File: config.mk
export PLATFORM = sky130hd
export DESIGN_NAME = st_l1_ctrl
export DESIGN_NICKNAME = d
export VERILOG_FILES = /design/src/hw/st_l1_pkg.sv /design/src/hw/st_l1_ctrl.sv
export SDC_FILE = /design/constraint.sdc
export NUM_CORES = 1
export LEC_CHECK = 0
export BUFFER_PORTS_ARGS = -buffer_cell sky130_fd_sc_hd__buf_2
export CAP_MARGIN = 20
export CORE_AREA = 2 2 120 122
export DETAILED_ROUTE_END_ITERATION = 7
export DIE_AREA = 0 0 122 124
export PLACE_DENSITY_LB_ADDON = 0.2
export SYNTH_ARGS = -nofsm -noshare
export SYNTH_HDL_FRONTEND = slang
export SYNTH_SLANG_ARGS = --single-unit
File: constraint.sdc
create_clock -name pclk -period 2.5 [get_ports pclk]
set_input_delay 0.25 -clock pclk [delete_from_list [all_inputs] [get_ports pclk]]
set_output_delay 0.25 -clock pclk [all_outputs]
set_load 0.02 [all_outputs]
File: src/hw/st_l1_pkg.sv
// Constants for the line transceiver layer-1 control block
package st_l1_pkg;
  // Clocking of the block
  localparam int PCLK_HZ    = 50_000_000;
  localparam int PCLK_NS    = 20;
  localparam int DCL_HZ     = 1_536_000;
  localparam int DCL_STEP   = 2 * DCL_HZ;
  localparam int DCL_PER_BIT   = 8;
  localparam int BITS_PER_LINE = 48;
  localparam int DCL_PER_FSC   = 192;
  // Transmit frame alignment
  localparam int LINE_BIT_NS = 5208;
  localparam int OSC_NS      = 130;
  localparam int OSC_SHIFT   = 7;
  localparam int TX_SHIFT_NS = 2 * LINE_BIT_NS - OSC_SHIFT * OSC_NS;
  localparam int TX_SHIFT_CYC = TX_SHIFT_NS / PCLK_NS;
  localparam int COMP_NS     = 2 * OSC_NS;
  localparam int COMP_CYC    = (COMP_NS + PCLK_NS - 1) / PCLK_NS;
  localparam int TX_COMP_CYC = TX_SHIFT_CYC - COMP_CYC;
  // Register offsets
  localparam logic [7:0] OFS_CONFIG  = 8'h00;
  localparam logic [7:0] OFS_COMMAND = 8'h04;
  localparam logic [7:0] OFS_STATUS  = 8'h08;
  // Configuration field positions
  localparam int B_PDC   = 0;
  localparam int B_CSP   = 1;
  localparam int B_LDD   = 2;
  localparam int B_TRDIS = 3;
  localparam int B_TXDIS = 4;
  localparam int B_EXTERNAL_LOOP_SELECT  = 5;
  localparam int B_RLOOP = 6;
  localparam int B_FBSEL = 7;
  localparam int B_COEN  = 8;
  localparam int B_ALOOP = 9;
  localparam int B_SMDIS = 10;
  localparam int B_SPU   = 11;
  localparam int CFG_W   = 12;
  localparam logic [CFG_W-1:0] CFG_RESET = 12'h010;
  // Status field positions
  localparam int S_LDIRQ = 0;
  localparam int S_RSY   = 1;
  localparam int S_PD    = 2;
  localparam int S_CLK   = 3;
  localparam int S_LOOP  = 4;
  // Command codes
  localparam logic [3:0] CMD_TIM   = 4'h0;
  localparam logic [3:0] CMD_SSP   = 4'h2;
  localparam logic [3:0] CMD_SCP   = 4'h3;
  localparam logic [3:0] CMD_ARL   = 4'h8;
  localparam logic [3:0] CMD_DEACT = 4'hf;
  localparam logic [3:0] CMD_RESET = 4'hf;
  // Operating modes from the strap pins
  localparam logic [1:0] MODE_TERM  = 2'h0;
  localparam logic [1:0] MODE_TRUNK = 2'h1;
  // Power state
  typedef enum logic [1:0] {
    PWR_ACTIVE = 2'b01,
    PWR_DOWN   = 2'b10
  } pwr_state_t;
endpackage : st_l1_pkg

File: src/hw/st_l1_ctrl.sv
// Layer-1 control around a four-wire line transceiver
//
// Contract
// [RL1] Transmit frame lags receive by two bits minus seven
// [RL2] Compensation bit advances transmit two oscillator periods
// [RL3] Power down keeps clocks unless clock stop set
// [RL4] Stopped clocks: data lines high, clocks low
// [RL5] Line activity restarts clocks when autoclock enabled
// [RL6] Autoclock disabled: line activity raises level interrupt; code: only with clock stop set, else it wakes next cycle
// [RL7] Host wakes via powerup pulse plus timing
// [RL8] Reset: transceiver enabled, transmit buffer disabled
// [RL9] Receiver monitors line with buffer disabled
// [RL10] Transceiver disable stops layer one, clocks input
// [RL11] Analog loop by command or bit
// [RL12] Loop routes transmit to receive, highway echoed
// [RL13] Level detector reports resync during loop
// [RL14] Buffer disable sets loop transparency to line
// [RL15] External loop disables line level detector
// [RL16] Remote loop echoes line, D forwarded, B ones
// [RL17] Single pulse command: one pulse per frame
// [RL18] Continuous pulse command: 48 pulses per frame
// [RL19] Host starts test signals by command write
// [RL20] Terminal mode clocks locked to received frames
// [RL21] Trunk mode outputs line synchronous clock
// [RL22] Divided output gives frame or bit clock
`timescale 1ns/1ps
`default_nettype none
module st_l1_ctrl
  import st_l1_pkg::*;
(
  // Clock and reset
  input  wire logic        pclk,
  input  wire logic        presetn,
  // APB slave
  input  wire logic        psel,
  input  wire logic        penable,
  input  wire logic        pwrite,
  input  wire logic [7:0]  paddr,
  input  wire logic [31:0] pwdata,
  output logic [31:0]      prdata,
  output logic             pready,
  output logic             pslverr,
  // Straps and line receiver
  input  wire logic [1:0]  mode_strap,
  input  wire logic        line_rx_data,
  input  wire logic        line_rx_frame,
  input  wire logic        line_level,
  // Line transmitter
  output logic             line_tx_pos,
  output logic             line_tx_neg,
  output logic             line_tx_oe_n,
  output logic             tx_frame_start,
  // Serial highway
  input  wire logic        highway_in_data,
  input  wire logic        highway_in_is_d,
  input  wire logic        data_clock_in,
  output logic             downstream_data,
  output logic             upstream_data,
  output logic             data_clock,
  output logic             data_clock_oe_n,
  output logic             frame_sync,
  output logic             frame_sync_oe_n,
  output logic             bit_clock,
  // Auxiliary clocks and events
  output logic             line_synced_clock_out,
  output logic             divided_clock_out_pin,
  output logic             level_detect_irq
);
  import st_l1_pkg::*;

  localparam int NSYNC = 7;
  localparam int A_TX  = TX_SHIFT_CYC;
  localparam int A_TXC = TX_COMP_CYC;

  logic [NSYNC-1:0] sync_raw;
  logic [NSYNC-1:0] sync_q1;
  logic [NSYNC-1:0] sync_q2;
  logic             rx_d;
  logic             rx_frame;
  logic             level;
  logic             hw_d;
  logic             hw_is_d;
  logic             dcl_pin;
  logic [1:0]       mode;
  logic             frame_q;
  logic             frame_edge;
  logic [CFG_W-1:0] config_bits;
  logic [3:0]       command_indication_tx_reg;
  logic             resync_indication;
  logic             spu_armed;
  pwr_state_t       pwr;
  logic             timed_mode;
  logic             term_mode;
  logic             clocks_run;
  logic             clocks_stopped;
  logic             loop_active;
  logic             det_enable;
  logic             wr_en;
  logic             cmd_wr;
  logic [25:0]      nco;
  logic             dcl_tick;
  logic [2:0]       bit_cnt;
  logic [5:0]       line_bit;
  logic [7:0]       fsc_cnt;
  logic             line_bit_tick;
  logic [9:0]       tx_cnt;
  logic             tx_pending;
  logic             pulse_pol;
  logic             tx_mark;
  logic             line_from;
  logic             dcl_src_q;
  logic             dcl_src_rise;
  logic [7:0]       div_cnt;
  logic             div_bcl;
  logic [9:0]       since_edge;

  // Two-stage synchronisers for every pin input
  assign sync_raw = {mode_strap, data_clock_in, highway_in_is_d, highway_in_data, line_level, line_rx_data};
  genvar gi;
  generate
    for (gi = 0; gi < NSYNC; gi++) begin : g_sync
      always_ff @(posedge pclk or negedge presetn) begin
        if (!presetn) begin
          sync_q1[gi] <= 1'b0;
          sync_q2[gi] <= 1'b0;
        end else begin
          sync_q1[gi] <= sync_raw[gi];
          sync_q2[gi] <= sync_q1[gi];
        end
      end
    end
  endgenerate

  // Frame marker gets its own pair for edge detection
  logic frame_s1;
  always_ff @(posedge pclk or negedge presetn) begin
    if (!presetn) begin
      frame_s1 <= 1'b0;
      rx_frame <= 1'b0;
      frame_q  <= 1'b0;
    end else begin
      frame_s1 <= line_rx_frame;
      rx_frame <= frame_s1;
      frame_q  <= rx_frame;
    end
  end

  // Named views of synchronised inputs
  assign rx_d       = sync_q2[0];
  assign level      = sync_q2[1];
  assign hw_d       = sync_q2[2];
  assign hw_is_d    = sync_q2[3];
  assign dcl_pin    = sync_q2[4];
  assign mode       = sync_q2[6:5];
  assign frame_edge = rx_frame & ~frame_q;

  // Mode and enable decode
  assign term_mode   = (mode == MODE_TERM);
  assign timed_mode  = term_mode || (mode == MODE_TRUNK);
  assign loop_active = (command_indication_tx_reg == CMD_ARL) ||
                       (config_bits[B_ALOOP] && config_bits[B_SMDIS]); // [RL11]
  assign det_enable  = !config_bits[B_TRDIS] && !(loop_active && config_bits[B_EXTERNAL_LOOP_SELECT]); // [RL10] [RL15]
  assign clocks_stopped = (pwr == PWR_DOWN) && config_bits[B_CSP]; // [RL3]
  assign clocks_run  = term_mode && !config_bits[B_TRDIS] && !clocks_stopped; // [RL3] [RL10]

  // APB strobes, zero wait states
  assign wr_en   = psel && penable && pwrite;
  assign cmd_wr  = wr_en && (paddr == OFS_COMMAND);
  assign pready  = 1'b1;
  assign pslverr = psel && penable && (paddr != OFS_CONFIG) &&
                   (paddr != OFS_COMMAND) && (paddr != OFS_STATUS);

  // Configuration register
  always_ff @(posedge pclk or negedge presetn) begin
    if (!presetn) begin
      config_bits <= CFG_RESET; // [RL8]
    end else if (wr_en && paddr == OFS_CONFIG) begin
      config_bits <= pwdata[CFG_W-1:0];
    end
  end

  // Command register
  always_ff @(posedge pclk or negedge presetn) begin
    if (!presetn) begin
      command_indication_tx_reg <= CMD_RESET;
    end else if (cmd_wr) begin
      command_indication_tx_reg <= pwdata[3:0]; // [RL19]
    end
  end

  // Read data sampled in the setup phase
  always_ff @(posedge pclk or negedge presetn) begin
    if (!presetn) begin
      prdata <= 32'h0000_0000;
    end else if (psel && !penable) begin
      if (paddr == OFS_CONFIG) begin
        prdata <= {20'h00000, config_bits};
      end else if (paddr == OFS_COMMAND) begin
        prdata <= {28'h0000000, command_indication_tx_reg};
      end else if (paddr == OFS_STATUS) begin
        prdata <= {27'h0000000, loop_active, clocks_run, (pwr == PWR_DOWN),
                   resync_indication, level_detect_irq};
      end else begin
        prdata <= 32'h0000_0000;
      end
    end
  end

  // Powerup bit must be seen high before it arms a wake
  always_ff @(posedge pclk or negedge presetn) begin
    if (!presetn) begin
      spu_armed <= 1'b0;
    end else if (config_bits[B_SPU]) begin
      spu_armed <= 1'b1;
    end else if (cmd_wr && pwdata[3:0] == CMD_TIM) begin
      spu_armed <= 1'b0;
    end
  end

  // Power state machine
  always_ff @(posedge pclk or negedge presetn) begin
    if (!presetn) begin
      pwr <= PWR_ACTIVE;
    end else begin
      case (pwr)
        PWR_ACTIVE: begin
          if (cmd_wr && pwdata[3:0] == CMD_DEACT) begin
            pwr <= PWR_DOWN;
          end
        end
        PWR_DOWN: begin
          if (level && det_enable && !config_bits[B_LDD]) begin
            pwr <= PWR_ACTIVE; // [RL5]
          end else if (cmd_wr && pwdata[3:0] == CMD_TIM && spu_armed && !config_bits[B_SPU]) begin
            pwr <= PWR_ACTIVE; // [RL7]
          end else if (!config_bits[B_CSP] && config_bits[B_LDD]) begin
            pwr <= PWR_ACTIVE; // [RL6]
          end
        end
        default: pwr <= PWR_ACTIVE;
      endcase
    end
  end

  // Level interrupt flag, set wins over write-one clear
  always_ff @(posedge pclk or negedge presetn) begin
    if (!presetn) begin
      level_detect_irq <= 1'b0;
    end else if (pwr == PWR_DOWN && level && det_enable && config_bits[B_LDD]) begin
      level_detect_irq <= 1'b1; // [RL6]
    end else if (wr_en && paddr == OFS_STATUS && pwdata[S_LDIRQ]) begin
      level_detect_irq <= 1'b0;
    end
  end

  // Resync indication while a loop is closed
  always_ff @(posedge pclk or negedge presetn) begin
    if (!presetn) begin
      resync_indication <= 1'b0;
    end else if (loop_active && det_enable && level) begin
      resync_indication <= 1'b1; // [RL13]
    end else if (wr_en && paddr == OFS_STATUS && pwdata[S_RSY]) begin
      resync_indication <= 1'b0;
    end
  end

  // Data clock generator, phase restarted on received frame in terminal mode only
  always_ff @(posedge pclk or negedge presetn) begin
    if (!presetn) begin
      nco      <= 26'h0000000;
      dcl_tick <= 1'b0;
    end else if (frame_edge && term_mode) begin
      nco      <= 26'h0000000; // [RL20]
      dcl_tick <= 1'b0;
    end else if (nco + 26'(DCL_STEP) >= 26'(PCLK_HZ)) begin
      nco      <= nco + 26'(DCL_STEP) - 26'(PCLK_HZ);
      dcl_tick <= 1'b1;
    end else begin
      nco      <= nco + 26'(DCL_STEP);
      dcl_tick <= 1'b0;
    end
  end

  // Highway clocks; stopped clocks sit low
  always_ff @(posedge pclk or negedge presetn) begin
    if (!presetn) begin
      data_clock <= 1'b0;
      bit_clock  <= 1'b0;
      frame_sync <= 1'b0;
      fsc_cnt    <= 8'h00;
    end else if (!clocks_run || (frame_edge && term_mode)) begin
      data_clock <= 1'b0; // [RL4] [RL20]
      bit_clock  <= 1'b0;
      frame_sync <= 1'b0;
      fsc_cnt    <= 8'h00;
    end else if (dcl_tick) begin
      data_clock <= !data_clock;
      if (!data_clock) begin
        bit_clock  <= !bit_clock;
        fsc_cnt    <= (fsc_cnt == 8'(DCL_PER_FSC - 1)) ? 8'h00 : fsc_cnt + 8'h01;
        frame_sync <= (fsc_cnt == 8'(DCL_PER_FSC - 1));
      end
    end
  end

  // Line bit and frame position from the data clock
  assign line_bit_tick = dcl_tick && !data_clock && (bit_cnt == 3'(DCL_PER_BIT - 1));
  always_ff @(posedge pclk or negedge presetn) begin
    if (!presetn) begin
      bit_cnt  <= 3'h0;
      line_bit <= 6'h00;
    end else if (frame_edge && term_mode) begin
      bit_cnt  <= 3'h0;
      line_bit <= 6'h00;
    end else if (dcl_tick && !data_clock) begin
      bit_cnt <= bit_cnt + 3'h1;
      if (line_bit_tick) begin
        line_bit <= (line_bit == 6'(BITS_PER_LINE - 1)) ? 6'h00 : line_bit + 6'h01;
      end
    end
  end

  // Transmit frame launch after the received frame
  always_ff @(posedge pclk or negedge presetn) begin
    if (!presetn) begin
      tx_cnt         <= 10'h000;
      tx_pending     <= 1'b0;
      tx_frame_start <= 1'b0;
    end else if (frame_edge && timed_mode && !config_bits[B_TRDIS]) begin
      tx_cnt         <= config_bits[B_PDC] ? 10'(TX_COMP_CYC - 1) : 10'(TX_SHIFT_CYC - 1); // [RL1] [RL2]
      tx_pending     <= 1'b1;
      tx_frame_start <= 1'b0;
    end else if (tx_pending && tx_cnt == 10'h000) begin
      tx_pending     <= 1'b0;
      tx_frame_start <= 1'b1; // [RL1]
    end else begin
      tx_cnt         <= tx_pending ? tx_cnt - 10'h001 : tx_cnt;
      tx_frame_start <= 1'b0;
    end
  end

  // Transmit marks: test pulses or data
  always_comb begin
    line_from = remote_loop_sel() ? rx_d : hw_d; // [RL16]
    if (command_indication_tx_reg == CMD_SSP) begin
      tx_mark = (line_bit == 6'h00); // [RL17]
    end else if (command_indication_tx_reg == CMD_SCP) begin
      tx_mark = 1'b1; // [RL18]
    end else begin
      tx_mark = !line_from;
    end
  end

  function automatic logic remote_loop_sel();
    remote_loop_sel = config_bits[B_RLOOP];
  endfunction : remote_loop_sel

  // Alternating polarity line driver, one mark per bit
  always_ff @(posedge pclk or negedge presetn) begin
    if (!presetn) begin
      pulse_pol   <= 1'b0;
      line_tx_pos <= 1'b0;
      line_tx_neg <= 1'b0;
    end else if (line_bit_tick) begin
      line_tx_pos <= tx_mark && !pulse_pol; // [RL17] [RL18]
      line_tx_neg <= tx_mark && pulse_pol;
      pulse_pol   <= tx_mark ? !pulse_pol : pulse_pol;
    end
  end

  // Line driver enable; receiver path stays live unless the transceiver is disabled
  always_ff @(posedge pclk or negedge presetn) begin
    if (!presetn) begin
      line_tx_oe_n <= 1'b1;
    end else begin
      line_tx_oe_n <= config_bits[B_TRDIS] || config_bits[B_TXDIS] || clocks_stopped; // [RL8] [RL9] [RL14]
    end
  end

  // Highway output data with loops and stop state
  always_ff @(posedge pclk or negedge presetn) begin
    if (!presetn) begin
      downstream_data <= 1'b1;
      upstream_data   <= 1'b1;
    end else if (clocks_stopped || config_bits[B_TRDIS]) begin
      downstream_data <= 1'b1; // [RL4] [RL10]
      upstream_data   <= 1'b1;
    end else begin
      if (loop_active) begin
        downstream_data <= term_mode ? hw_d : 1'b1; // [RL12]
        upstream_data   <= term_mode ? 1'b1 : hw_d;
      end else if (config_bits[B_RLOOP]) begin
        downstream_data <= term_mode ? (hw_is_d ? rx_d : 1'b1) : 1'b1; // [RL16]
        upstream_data   <= term_mode ? 1'b1 : (hw_is_d ? rx_d : 1'b1);
      end else begin
        downstream_data <= term_mode ? rx_d : 1'b1;
        upstream_data   <= term_mode ? 1'b1 : rx_d;
      end
    end
  end

  // Clock pin directions and trunk clock
  always_ff @(posedge pclk or negedge presetn) begin
    if (!presetn) begin
      data_clock_oe_n       <= 1'b0;
      frame_sync_oe_n       <= 1'b0;
      line_synced_clock_out <= 1'b0;
    end else begin
      data_clock_oe_n       <= !term_mode || config_bits[B_TRDIS]; // [RL10] [RL21]
      frame_sync_oe_n       <= !term_mode || config_bits[B_TRDIS];
      line_synced_clock_out <= (mode == MODE_TRUNK) && !config_bits[B_TRDIS] &&
                               (dcl_tick ? !line_synced_clock_out : line_synced_clock_out); // [RL21]
    end
  end

  // Divided clock output from whichever data clock is in use
  always_ff @(posedge pclk or negedge presetn) begin
    if (!presetn) begin
      dcl_src_q <= 1'b0;
    end else begin
      dcl_src_q <= data_clock_oe_n ? dcl_pin : data_clock;
    end
  end
  assign dcl_src_rise = (data_clock_oe_n ? dcl_pin : data_clock) && !dcl_src_q;

  always_ff @(posedge pclk or negedge presetn) begin
    if (!presetn) begin
      div_cnt               <= 8'h00;
      div_bcl               <= 1'b0;
      divided_clock_out_pin <= 1'b0;
    end else if (!config_bits[B_COEN]) begin
      div_cnt               <= 8'h00;
      div_bcl               <= 1'b0;
      divided_clock_out_pin <= 1'b0;
    end else if (dcl_src_rise) begin
      div_bcl <= !div_bcl;
      div_cnt <= (div_cnt == 8'(DCL_PER_FSC - 1)) ? 8'h00 : div_cnt + 8'h01;
      divided_clock_out_pin <= config_bits[B_FBSEL] ? !div_bcl :
                               (div_cnt == 8'(DCL_PER_FSC - 1)); // [RL22]
    end
  end

  // Cycles since the last received frame edge
  always_ff @(posedge pclk or negedge presetn) begin
    if (!presetn) begin
      since_edge <= 10'h000;
    end else if (frame_edge) begin
      since_edge <= 10'h001;
    end else if (since_edge != 10'h3ff) begin
      since_edge <= since_edge + 10'h001;
    end
  end
endmodule : st_l1_ctrl
`default_nettype wire

==> metrics.txt <==
hold slack ~57 ps; CP max stage delay 420 ps; core area 13700 sq um; all-layer global routing usage roughly a fifth; CP Launch Type register; mapped cell area 6060 sq um; first-pass GRT wire length 23500 microns; WL/cell 14.7 microns; DP HPWL roughly 9700 microns; maxcap violations 0; pre-CTS WS -143 ps; Top FF cell, synth dfrtp_1; Tmin final 2640 ps; worst-path cell chain buf_4 > o31a_1 > or2_1 > o31a_1 > o21a_2 > o31a_1 > buf_4 > o21ai_2 > mux2i_1; share of layout cells above drive strength 1 a little over a quarter; Slew @ Worst Pin ~580 ps; VDD IR max 0.431 mV; CTS max path bufs 2; cell taking the most area after synthesis dfrtp_1; Die Wd 122 microns; Fin Setup TNS -911 ps; Synth Area in Compound Gates ~15%; clock-pin slew on the worst setup and hold paths 60 ps; Worst Skew 5.82 ps; violated checks negative setup slack; Num Clock Sinks 121; Power per Cell Area 1040 nW/um^2; final setup vio count 12; Critical Path AT 2980 ps; crit end category register; Simple-Gate Fraction of Synth Area 19.1%; max reg flops 19; number of global-route vias before repair ~4900; Clock Latency Late Sink 420 ps; Die Footprint 15100 sq um; DP Cell Count just under 900; highest clock rate 379 MHz; antenna violations before repair 0; FFs w/ async S/R, synth between 90% and 100%; FF-to-FF path depth 9; WS Path Type register to register; Yosys warnings 0; RSZ-0062 raised after global routing yes; r2r endpoint nco[15]$_DFF_PN0_; largest net degree at the start of global routing 46; post-layout util 56.3%; post-synthesis mux area share 5.00%; Mapped Cells 611; r2r startpoint nco[13]$_DFF_PN0_; Netlist cell types 63; Syn Area/Cell 9.92 sq um; outcome complete, but fails checks; gr ovfl total 0; Critical-path top delay cell o31a_1; TritonRoute pass-1 iters 4; Leakage 3.54 nW; Vias/cell ~5.2; post-synthesis xor/xnor area fraction about 3.9%; initial core utilization 44.2%; I/O Buffers 59; fin. max-slew vios 0; adder-cell share of the synthesized area under 10%; Synth Register Bits 121; Crit path max-delay family compound AO/OA/AOI/OAI gates; Die Ht 124 microns; worst path buffer plus inverter count 2; combinational family with the most area after synthesis simple AND/OR/NAND/NOR gates; post-route cell area 7720 sq um; row count 43; Num CTS Buffers 17; ranking of synthesized cells by area dfrtp_1, dfstp_2, nand2_1; # diodes 0; Post-synth EDFFs 0; biggest regs nco (19), config_bits (12), prdata (12); I/O pins 101; vias 4859; Hold Startpoint pwdata[5]; Starting DRT DRC Count 233; Synth top area share around 46%; nets@finish between 700 and 800; crit share post-route 105%; WL final 13700 microns; area grow syn2layout 27.4%; most common cell in the synthesized netlist dfrtp_1; Hold Path Class input port to register; Placer Congestion 0.829; post-place instance area 6820 sq um; Synth top cells by count dfrtp_1, nand2_1, nor2_1; CTS tree done; post-route insts no fill around 930; post-route ant nets 0; sequential area share after synthesis 50.2%; final setup margin -137 ps; Worst slew margin 61.3%; Hold Vio Cnt, Final 0; CP max FO 7; H-Tree Depth 4; Critical Path Most Common Cell o31a_1; Clock Tree Root clkbuf_16; worst hold path stage count 2; Worst Hold Endpoint config_bits[5]$_DFFE_PN0P_; Req. time, crit path 2840 ps; Remaining DRCs 0; r2r setup slk -140 ps; Largest Register nco; Power, Total between 8 and 9 mW
## logic make-up (layout without fill, tap and decap cells)
| logic type | Yosys count | after routing |
|---|---|---|
| xor+xnor | 27 | 27 |
| simple gates | 229 | 229 |
| mux | 28 | 28 |
| compound gates | 139 | 139 |
| flops | 121 | 121 |
| fa+ha+maj | 9 | 9 |
| buf+inv | 56 | 172 |
| other cells | 2 | 21 |
## routing by layer
metal  up-vias  GRT usage (%)  part of all wire [%]
li1       2387              -                     -
met1      2351           26.0                    46
met2       108           32.3                    49
met3        13           4.85                   3.5
met4         0           7.33                   1.2
met5         -              0                     0
## cell type report
type                    count  area (sq um)
inverters                  15          56.3
repair buffers            125           836
well taps                 180           225
clock inverters            15           239
multi-input cells         453          2900
clock buffers              17           425
fillers                  1167          6000
flip-flops and latches    121          3040
## cell usage in the layout (no fill, tap or decap), drive strengths merged, types with 6 or more instances in the layout
cell,netlist,routed
a211oi,7,7
a21oi,38,38
a22o,8,8
a31oi,6,6
and3,8,8
buf,28,116
clkbuf,13,17
conb,2,21
dfrtp,112,112
dfstp,9,9
dlygate4sd3,0,9
ha,9,9
inv,15,20
mux2,18,18
mux2i,10,10
nand2,59,59
nand2b,14,14
nand3,11,11
nand4,7,7
nor2,52,52
nor2b,7,7
nor3,21,21
nor4,6,6
o21ai,42,42
or3,16,16
or4,6,6
xnor2,14,14
xor2,13,13
## worst max-delay path by stage
stage / startpoint / end / slack (ps) / cells past startpoint
floorplan: nco[13]$_DFF_PN0_ / nco[19]$_DFF_PN0_ / -60 / 10
global placement: nco[13]$_DFF_PN0_ / nco[13]$_DFF_PN0_ / -40 / 10
detailed placement: nco[13]$_DFF_PN0_ / nco[13]$_DFF_PN0_ / -140 / 10
CTS: nco[13]$_DFF_PN0_ / nco[10]$_DFFE_PN0P_ / -100 / 9
global route: nco[14]$_DFF_PN0_ / nco[19]$_DFF_PN0_ / -250 / 10
finish: nco[13]$_DFF_PN0_ / nco[15]$_DFF_PN0_ / -140 / 9
## power breakdown
part | switching (mW) | leakage [nW] | total (mW) | internal (mW)
Combinational | 1.44 | 1.68 | 2.79 | 1.35
Clock | 0.961 | 0.321 | 2.75 | 1.79
Sequential | 0.286 | 1.53 | 2.49 | 2.21
## timing repair
item                                    in CTS  in global routing
setup buffers                                5                  3
hold buffers                                 9                  0
resized for setup                           11                 10
hold endpoints to repair                    41                  0
endpoints found under the setup margin      14                 18
cloned                                       0                  0
pin swaps                                    5                  2
(Power assumes the default switching activity.)
